**config.mk**
```make
export PLATFORM = sky130hd
export DESIGN_NAME = ccd_decoder
export DESIGN_NICKNAME = d
export VERILOG_FILES = /design/src/ccd_pkg.sv /design/src/ccd_decoder.sv
export VERILOG_INCLUDE_DIRS = /design/src
export SDC_FILE = /design/constraint.sdc
export NUM_CORES = 1
export LEC_CHECK = 0
export BUFFER_PORTS_ARGS = -buffer_cell sky130_fd_sc_hd__buf_2
export CORE_MARGIN = 8
export CORE_UTILIZATION = 58
export DETAILED_ROUTE_END_ITERATION = 10
export HOLD_SLACK_MARGIN = 0.1
export PLACE_DENSITY = 0.86
export SLEW_MARGIN = 20
export SYNTH_ARGS = -nofsm -noshare
export SYNTH_HDL_FRONTEND = slang
export SYNTH_SLANG_ARGS = --single-unit
```
**constraint.sdc**
```tcl
create_clock -name sys_clk_i -period 3.65 [get_ports sys_clk_i]
set_clock_uncertainty 0.2 [all_clocks]
set_input_delay 0.365 -clock sys_clk_i [delete_from_list [all_inputs] [get_ports sys_clk_i]]
set_output_delay 0.365 -clock sys_clk_i [all_outputs]
set_load 0.03 [all_outputs]
```
**src/ccd_regs.svh**
```systemverilog
// Constants of the counter command decoder: opcode fields and codes.
// Assumes it is included by the decoder and its checker, by its bare name.
`ifndef CCD_REGS_SVH
`define CCD_REGS_SVH
`define CCD_CMD_W        8
`define CCD_CMD_RST      8'h00
`define CCD_OPC_MSB      7
`define CCD_OPC_LSB      5
`define CCD_SUB_MSB      4
`define CCD_SUB_LSB      3
`define CCD_NUM_MSB      2
`define CCD_NUM_LSB      0
`define CCD_ELEM_MSB     4
`define CCD_ELEM_LSB     3
`define CCD_OPC_DPTR     3'h0
`define CCD_OPC_ARM      3'h1
`define CCD_OPC_LOAD     3'h2
`define CCD_OPC_LDARM    3'h3
`define CCD_OPC_DSAVE    3'h4
`define CCD_OPC_SAVE     3'h5
`define CCD_OPC_DISARM   3'h6
`define CCD_OPC_SINGLE   3'h7
`define CCD_SUB_CLR      2'h0
`define CCD_SUB_SET      2'h1
`define CCD_SUB_STEP     2'h2
`define CCD_SUB_MISC     2'h3
`define CCD_NUM_MIN      3'h1
`define CCD_NUM_MAX      3'h5
`define CCD_N_SEQ        3'h0
`define CCD_N_FREQUENCY_OUTPUT       3'h6
`define CCD_N_WIDE       3'h7
`define CCD_N_PF_EN      3'h0
`define CCD_N_PF_DIS     3'h1
`define CCD_N_MRST       3'h7
`define CCD_GRP_BAD0     3'h0
`define CCD_GRP_BAD1     3'h6
`endif

```
**src/ccd_pkg.sv**
```systemverilog
// Types of the counter command decoder: command kinds and carriers.
// Assumes the counter core and gating logic sit outside the decoder.
package ccd_pkg;
  typedef enum {
    CCD_NOP, CCD_DPTR, CCD_ARM, CCD_LOAD, CCD_LDARM, CCD_DSAVE, CCD_SAVE,
    CCD_DISARM, CCD_TOGCLR, CCD_TOGSET, CCD_STEP, CCD_MMSET, CCD_MMCLR,
    CCD_PFEN, CCD_PFDIS, CCD_MRST
  } ccd_kind_t;
  // Status reported by one counter core
  typedef struct packed {
    logic at_tc;       // Counter sits in terminal count
    logic next_tc;     // Next count reaches terminal count
    logic tc_event;    // Source edge produced terminal count
    logic gate_ok;     // Gating configuration allows counting
  } ccd_stat_t;
  // Mode configuration of one counter
  typedef struct packed {
    logic alt_reload;  // Reload source alternates on each terminal count
    logic gate_reload; // Gate level picks the reload source
  } ccd_cfg_t;
  // Control to one counter core
  typedef struct packed {
    logic armed;
    logic disarm_pend;
    logic sel_hold;    // Upcoming terminal count reloads from hold
    logic load;        // Pulse: transfer into counter
    logic load_hold;   // Source of that transfer is the hold register
    logic load_to_tc;  // Pulse: the transfer drives the counter into tc
    logic save;        // Pulse: counter into hold register
    logic step;        // Pulse: count one in configured direction
    logic tog_set;
    logic tog_clr;
  } ccd_ctl_t;
  // Master mode bits held by the decoder
  typedef struct packed {
    logic sequencing_disable_bit;
    logic wide_bus_bit;
    logic freq_out_gate_off_bit;
  } ccd_mm_t;
  // Data pointer fields
  typedef struct packed {
    logic [1:0] element;
    logic [2:0] group;
    logic       byte_ptr;
  } ccd_dptr_t;
endpackage : ccd_pkg

```
**src/ccd_decoder.sv**
```systemverilog
// Command decoder of a five-counter timing controller.
// Assumes command writes, counter status and mode configuration come from
// logic on sys_clk_i; gate levels come from pins and are synchronised here.
`timescale 1ns/100ps
`default_nettype none
`include "ccd_regs.svh"

module ccd_decoder #(
  parameter int NUM_CTR = 5
) (
  // Clock, reset, enable
  input  wire  logic                            sys_clk_i,
  input  wire  logic                            rst_b_i,
  input  wire  logic                            clk_en_i,
  // Control port command write
  input  wire  logic                            cmd_wr_i,
  input  wire  logic [`CCD_CMD_W-1:0]           cmd_data_i,
  // Per-counter status, configuration and gate pins
  input  wire  ccd_pkg::ccd_stat_t [NUM_CTR-1:0] ctr_stat_i,
  input  wire  ccd_pkg::ccd_cfg_t  [NUM_CTR-1:0] ctr_cfg_i,
  input  wire  logic [NUM_CTR-1:0]              gate_pin_i,
  // Per-counter control
  output       ccd_pkg::ccd_ctl_t  [NUM_CTR-1:0] ctr_ctl_o,
  output       logic [NUM_CTR-1:0]              count_en_o,
  // Device-wide state
  output       ccd_pkg::ccd_mm_t                mm_o,
  output       ccd_pkg::ccd_dptr_t              dptr_o,
  output       logic                            dptr_load_o,
  output       logic                            prefetch_en_o,
  output       logic                            master_reset_o
);

  // Elaboration check: the select field holds at most five counters
  if (NUM_CTR < 1 || NUM_CTR > 5) begin : g_bad_num
    $error("NUM_CTR must lie between 1 and 5");
  end

  logic [`CCD_CMD_W-1:0] command_entry_r;
  logic                  cmd_pend_r;
  ccd_pkg::ccd_kind_t    kind;
  logic [2:0]            opc;
  logic [1:0]            sub;
  logic [2:0]            num;
  logic                  num_ok;
  logic                  do_mrst;

  // Command register capture; one byte is one command
  always_ff @(posedge sys_clk_i) begin
    if (!rst_b_i) begin
      command_entry_r <= `CCD_CMD_RST;
      cmd_pend_r      <= 1'b0;
    end else if (clk_en_i) begin
      cmd_pend_r <= cmd_wr_i;
      if (cmd_wr_i) begin
        command_entry_r <= cmd_data_i;
      end
    end
  end

  assign opc    = command_entry_r[`CCD_OPC_MSB:`CCD_OPC_LSB];
  assign sub    = command_entry_r[`CCD_SUB_MSB:`CCD_SUB_LSB];
  assign num    = command_entry_r[`CCD_NUM_MSB:`CCD_NUM_LSB];
  assign num_ok = (num >= `CCD_NUM_MIN) && (num <= `CCD_NUM_MAX);

  // Decode the captured byte; every unused code becomes a no-operation
  always_comb begin
    kind = ccd_pkg::CCD_NOP;
    if (cmd_pend_r) begin
      case (opc)
        `CCD_OPC_DPTR: begin
          if (num != `CCD_GRP_BAD0 && num != `CCD_GRP_BAD1) begin
            kind = ccd_pkg::CCD_DPTR;
          end
        end
        `CCD_OPC_ARM:    kind = ccd_pkg::CCD_ARM;
        `CCD_OPC_LOAD:   kind = ccd_pkg::CCD_LOAD;
        `CCD_OPC_LDARM:  kind = ccd_pkg::CCD_LDARM;
        `CCD_OPC_DSAVE:  kind = ccd_pkg::CCD_DSAVE;
        `CCD_OPC_SAVE:   kind = ccd_pkg::CCD_SAVE;
        `CCD_OPC_DISARM: kind = ccd_pkg::CCD_DISARM;
        `CCD_OPC_SINGLE: begin
          case (sub)
            `CCD_SUB_CLR, `CCD_SUB_SET: begin
              if (num_ok) begin
                kind = (sub == `CCD_SUB_SET) ? ccd_pkg::CCD_TOGSET
                                             : ccd_pkg::CCD_TOGCLR;
              end else begin
                kind = (sub == `CCD_SUB_SET) ? ccd_pkg::CCD_MMSET
                                             : ccd_pkg::CCD_MMCLR;
              end
            end
            `CCD_SUB_STEP: begin
              if (num_ok) begin
                kind = ccd_pkg::CCD_STEP;
              end
            end
            `CCD_SUB_MISC: begin
              case (num)
                `CCD_N_PF_EN:  kind = ccd_pkg::CCD_PFEN;
                `CCD_N_PF_DIS: kind = ccd_pkg::CCD_PFDIS;
                `CCD_N_MRST:   kind = ccd_pkg::CCD_MRST;
                default:       kind = ccd_pkg::CCD_NOP;
              endcase
            end
            default: kind = ccd_pkg::CCD_NOP;
          endcase
        end
        default: kind = ccd_pkg::CCD_NOP;
      endcase
    end
  end

  assign do_mrst = (kind == ccd_pkg::CCD_MRST);

  // Master mode bits: one bit changes, the others hold
  always_ff @(posedge sys_clk_i) begin
    if (!rst_b_i) begin
      mm_o <= '0;
    end else if (clk_en_i) begin
      if (do_mrst) begin
        mm_o <= '0;
      end else if (kind == ccd_pkg::CCD_MMSET || kind == ccd_pkg::CCD_MMCLR) begin
        case (num)
          `CCD_N_SEQ:  mm_o.sequencing_disable_bit <= (kind == ccd_pkg::CCD_MMSET);
          `CCD_N_FREQUENCY_OUTPUT: mm_o.freq_out_gate_off_bit  <= (kind == ccd_pkg::CCD_MMSET);
          `CCD_N_WIDE: mm_o.wide_bus_bit           <= (kind == ccd_pkg::CCD_MMSET);
          default:     mm_o <= mm_o;
        endcase
      end
    end
  end

  // Data pointer element and group fields; byte pointer is set
  always_ff @(posedge sys_clk_i) begin
    if (!rst_b_i) begin
      dptr_o      <= '0;
      dptr_load_o <= 1'b0;
    end else if (clk_en_i) begin
      dptr_load_o <= (kind == ccd_pkg::CCD_DPTR);
      if (do_mrst) begin
        dptr_o <= '0;
      end else if (kind == ccd_pkg::CCD_DPTR) begin
        dptr_o.element  <= command_entry_r[`CCD_ELEM_MSB:`CCD_ELEM_LSB];
        dptr_o.group    <= num;
        dptr_o.byte_ptr <= 1'b1;
      end
    end
  end

  // Write prefetch control and master reset pulse
  always_ff @(posedge sys_clk_i) begin
    if (!rst_b_i) begin
      prefetch_en_o  <= 1'b0;
      master_reset_o <= 1'b0;
    end else if (clk_en_i) begin
      master_reset_o <= do_mrst;
      if (do_mrst) begin
        prefetch_en_o <= 1'b0;
      end else if (kind == ccd_pkg::CCD_PFEN) begin
        prefetch_en_o <= 1'b1;
      end else if (kind == ccd_pkg::CCD_PFDIS) begin
        prefetch_en_o <= 1'b0;
      end
    end
  end

  // Per-counter arm, reload selection and command pulses
  for (genvar i = 0; i < NUM_CTR; i++) begin : g_ctr
    logic      sel_hit;
    logic      one_hit;
    logic      gate_s1_r;
    logic      gate_s2_r;
    logic      is_load;
    logic      is_ldarm;
    logic      is_disarm;
    logic      is_save;
    logic      is_arm;
    logic      src_hold;
    ccd_pkg::ccd_stat_t st;
    ccd_pkg::ccd_cfg_t  cf;
    // Control state and command pulses of this counter
    logic      armed_r;
    logic      pend_r;
    logic      selh_r;
    logic      load_r;
    logic      lhold_r;
    logic      ltc_r;
    logic      save_r;
    logic      step_r;
    logic      tset_r;
    logic      tclr_r;
    logic      any_load;

    assign st      = ctr_stat_i[i];
    assign cf      = ctr_cfg_i[i];
    assign sel_hit = command_entry_r[i];
    assign one_hit = (num == 3'(i + 1));

    assign is_arm    = sel_hit && kind == ccd_pkg::CCD_ARM;
    assign is_load   = sel_hit && kind == ccd_pkg::CCD_LOAD;
    assign is_ldarm  = sel_hit && kind == ccd_pkg::CCD_LDARM;
    assign is_disarm = sel_hit && (kind == ccd_pkg::CCD_DISARM ||
                                   kind == ccd_pkg::CCD_DSAVE);
    assign is_save   = sel_hit && (kind == ccd_pkg::CCD_SAVE ||
                                   kind == ccd_pkg::CCD_DSAVE);

    // Gate pin synchroniser
    always_ff @(posedge sys_clk_i) begin
      if (!rst_b_i) begin
        gate_s1_r <= 1'b0;
        gate_s2_r <= 1'b0;
      end else if (clk_en_i) begin
        gate_s1_r <= gate_pin_i[i];
        gate_s2_r <= gate_s1_r;
      end
    end

    // Either kind of load command for this counter
    assign any_load = is_load || is_ldarm;

    // Load source: gate level, upcoming tc source, or load register
    always_comb begin
      if (cf.gate_reload) begin
        src_hold = gate_s2_r;
      end else if (armed_r && cf.alt_reload) begin
        src_hold = selh_r;
      end else begin
        src_hold = 1'b0;
      end
    end

    // Arm state with disarm held off during terminal count
    always_ff @(posedge sys_clk_i) begin
      if (!rst_b_i) begin
        armed_r <= 1'b0;
        pend_r  <= 1'b0;
      end else if (clk_en_i) begin
        if (do_mrst) begin
          armed_r <= 1'b0;
          pend_r  <= 1'b0;
        end else if (is_arm || is_ldarm) begin
          armed_r <= 1'b1;
          pend_r  <= 1'b0;
        end else if (is_disarm) begin
          if (st.at_tc) begin
            pend_r <= 1'b1;
          end else begin
            armed_r <= 1'b0;
          end
        end else if (pend_r && !st.at_tc) begin
          armed_r <= 1'b0;
          pend_r  <= 1'b0;
        end
      end
    end

    // Reload alternation selector; an arm wins over a toggle in one cycle
    always_ff @(posedge sys_clk_i) begin
      if (!rst_b_i) begin
        selh_r <= 1'b1;
      end else if (clk_en_i) begin
        if (do_mrst) begin
          selh_r <= 1'b1;
        end else if (is_arm || is_ldarm) begin
          selh_r <= 1'b1;
        end else if (cf.alt_reload &&
                     (st.tc_event || (is_load && st.next_tc && !st.at_tc))) begin
          selh_r <= !selh_r;
        end
      end
    end

    // One-cycle command pulses to the counter core
    always_ff @(posedge sys_clk_i) begin
      if (!rst_b_i) begin
        load_r  <= 1'b0;
        lhold_r <= 1'b0;
        ltc_r   <= 1'b0;
        save_r  <= 1'b0;
        step_r  <= 1'b0;
        tset_r  <= 1'b0;
        tclr_r  <= 1'b0;
      end else if (clk_en_i) begin
        load_r  <= any_load;
        lhold_r <= any_load && src_hold;
        ltc_r   <= any_load && st.next_tc && !st.at_tc;
        save_r  <= is_save;
        step_r  <= one_hit && kind == ccd_pkg::CCD_STEP;
        tset_r  <= one_hit && kind == ccd_pkg::CCD_TOGSET;
        tclr_r  <= one_hit && kind == ccd_pkg::CCD_TOGCLR;
      end
    end

    // Control word to the core; one writer per counter slice
    assign ctr_ctl_o[i] = '{armed:       armed_r,
                            disarm_pend: pend_r,
                            sel_hold:    selh_r,
                            load:        load_r,
                            load_hold:   lhold_r,
                            load_to_tc:  ltc_r,
                            save:        save_r,
                            step:        step_r,
                            tog_set:     tset_r,
                            tog_clr:     tclr_r};

    // Counting needs arm and the gating qualification
    assign count_en_o[i] = armed_r && st.gate_ok;
  end

endmodule // ccd_decoder
`default_nettype wire

```
==> flow_summary.yaml <==
clock_tree:
  clk_latency_ns: 0.35
  clk_path_buf_depth: 2
  root_buffer: "clkbuf_8"
  tritoncts: "yes"
  numCtsBuffers: 9
  htreeDepth: 3
  path_clk_slew_ns: 0.08
  cts_num_sinks: 81
  cts_resized: 0
setup_path:
  critical-path-max-stage-delay_ns: 0.95
  cp-end-kind: "flop"
  required_ns: 3.71
  rrSetupSlack_ns: 0.36
  start_kind: "flop"
  worstPathCellList: "or2b_2, a31oi_2, o21a_1, nor3_2, o211ai_1, nand2b_1, mux2i_1"
  cp.arrival_ns: 3.35
  path_max_fanout: 23
  crit_path_start: "command_entry_r[1]$_SDFFE_PN0P_"
  slowest_stage: "dfxtp_1"
  r2r-end: "mm_o[0]$_SDFFE_PN0P_"
  r2r_start: "command_entry_r[1]$_SDFFE_PN0P_"
  reg2regPathDepth: 7
  worstSetupPathType: "reg2reg"
grt:
  grt_overflow_total: 0
  antenna_found_initial: 0
  grt_pass1_wl_um: 20300
  grt_max_degree: 61
  grt_pass1_vias: 4128
  groute.usage.overall_pct: 21.9
worst_hold_path:
  hold_path_depth: 3
  hp-class: "in2reg"
  holdPathEnd: "command_entry_r[6]$_SDFFE_PN0P_"
  holdCritStartpoint: "cmd_data_i[6]"
routing:
  viasPerCell: 5.91
  wl_um: 12600
  ant_nets: 0
  drc: 0
  wl_per_cell_um: 17.5
  dr.pass1.iters: 5
  vias: 4234
  drt_iter0_drc: 319
cells_and_area:
  final_cell_mix: "buf_2, dfxtp_1, nor2b_1"
  final_common_cell: "buf_2"
  largest_reg_flops: 8
  syn_to_final_growth_pct: 10.1
  top_register: "command_entry_r"
  finalNetCount: 654
  diodes: 0
  layout-drive-gt1-share_pct: 27.6
  top_regs: "command_entry_r: 8 flops, dptr_o: 6 flops"
  stdcell_area_um2: 5170
logic_synthesis:
  synth_top_cell_by_area: "dfxtp_1"
  synth_edf_count: 0
  synth_top_area_share_pct: 34.5
  synth_seq_cells: 81
  netlist_instances: 557
  syn_area_um2: 4700
  ys.flop_type: "dfxtp_1"
  ys_async_sr_fraction_pct: 0
  ys_warn_count: 0
  synth_nets: 604
  synthTopCellsByArea: "dfxtp_1, buf_4, nor2b_1, a22oi_1, nand3_1"
  syn_avg_cell_area_um2: 8.43
  synth_seq_area_share_pct: 34.5
  netlist-cell-type-count: 62
timing:
  drv_slew: 0
  setup_violations: 0
  relSlewSlack_pct: 36.8
  hold_violations: 0
  worst_slew_pin_slew_ns: 0.946
  rsz0062_at_grt: "false"
  fmax_mhz: 304
  fin_ws_ns: 0.358
  finalCritPeriodShare_pct: 90.2
  setup_tns_ns: 0
  fin_crit_ns: 3.29
run:
  max_cap_viol_count: 0
outcome:
  outcome: "complete, no violations"
floorplan:
  die-area_um2: 11200
  initial_utilization_pct: 58.3
  num_rows: 33
  die_h_um: 106
  coreArea_um2: 8050
  io-pin-count: 114
  die_w_um: 106
placed_design:
  place_ws_ns: 0.453
  io_buffers: 113
  place_congestion: 0.891
  dp_hpwl_um: 9060
  place_area_um2: 4880
pwr:
  ir_worst_vdd_mv: 0.228
  power.density_nw_per_um2: 351
  power_leakage_uw: 0.00199
## worst max-delay path: cells and delay by family, from the launching register on
family	cells	cell delay, ns
compound gates	3	1.13
flops	1	0.95
simple gates	3	0.70
mux	1	0.23
## cell usage after synthesis (all sizes together) (2+ instances only)
library cell / n
nand3: 37
a21boi: 21
nor4b: 3
a2bb2oi: 2
o311ai: 6
nor2: 26
nor4: 2
and2: 7
dfxtp: 81
mux2i: 12
o211ai: 6
o31ai: 12
a32oi: 8
and3: 3
nand2b: 3
nor3: 17
clkbuf: 24
o21ai: 14
a21oi: 18
nand4: 12
o22ai: 5
nor3b: 5
o21a: 8
a22oi: 25
buf: 67
a21o: 3
nand2: 48
or3: 4
inv: 11
nor2b: 50
a31oi: 6
## routing by layer
metal  global-route usage, %  share of wire [%]  vias up
met4                    7.84                1.6        0
met5                       0                  0        -
met1                    26.3                 42     2009
met2                    37.3                 49      167
li1                        -                  -     2042
met3                    4.90                7.4       16
## kinds of logic after synthesis
group           Yosys count  synth area share, %
simple gates            222                 26.3
compound gates          139                 23.1
buf+inv                 102                 13.3
flops                    81                 34.5
mux                      12                 2.56
xor+xnor                  1                0.187
## area by class of cell
type / instances / area (um^2)
Fill cell: 693 / 2880
Multi-Input combinational cell: 374 / 2450
Sequential cell: 81 / 1620
Timing Repair Buffer: 130 / 713
Clock buffer: 10 / 138
Tap cell: 105 / 131
Clock inverter: 6 / 72.6
Inverter: 11 / 41.3
## report_power, final
part	switching [uW]	total [uW]	internal, uW
clock	353	696	342
sequential	27.2	926	899
combinational	115	195	80.1
## repair_timing
item | CTS | global route
buffers inserted | 0 | 0
endpoints found under the setup margin | 0 | 0
hold endpoints to repair | 8 | 0
hold buffers | 8 | 0
## how the worst max path moves through the flow
stage	endpoint	slack, ns	cells after the start
CTS	g_ctr[2].lhold_r$_SDFFE_PN0P_	0.43	7
detailed placement	g_ctr[2].lhold_r$_SDFFE_PN0P_	0.45	7
global route	g_ctr[2].lhold_r$_SDFFE_PN0P_	0.20	7
global placement	g_ctr[2].lhold_r$_SDFFE_PN0P_	0.55	7
floorplan	g_ctr[0].selh_r$_SDFFE_PN1P_	1.27	10
finish	mm_o[0]$_SDFFE_PN0P_	0.36	7
## metrics by stage
step	util, %	total power, uW	hold slack [ns]	cells
2_1_floorplan	-	1080	0.240	557
3_3_place_gp	60.6	1130	0.248	693
3_5_place_dp	60.6	1130	0.245	693
4_1_cts	64.2	1820	0.104	717
5_1_grt	64.2	1880	0.118	717
6_report	64.2	1820	0.103	717
Power figures use the tool's default switching activity.
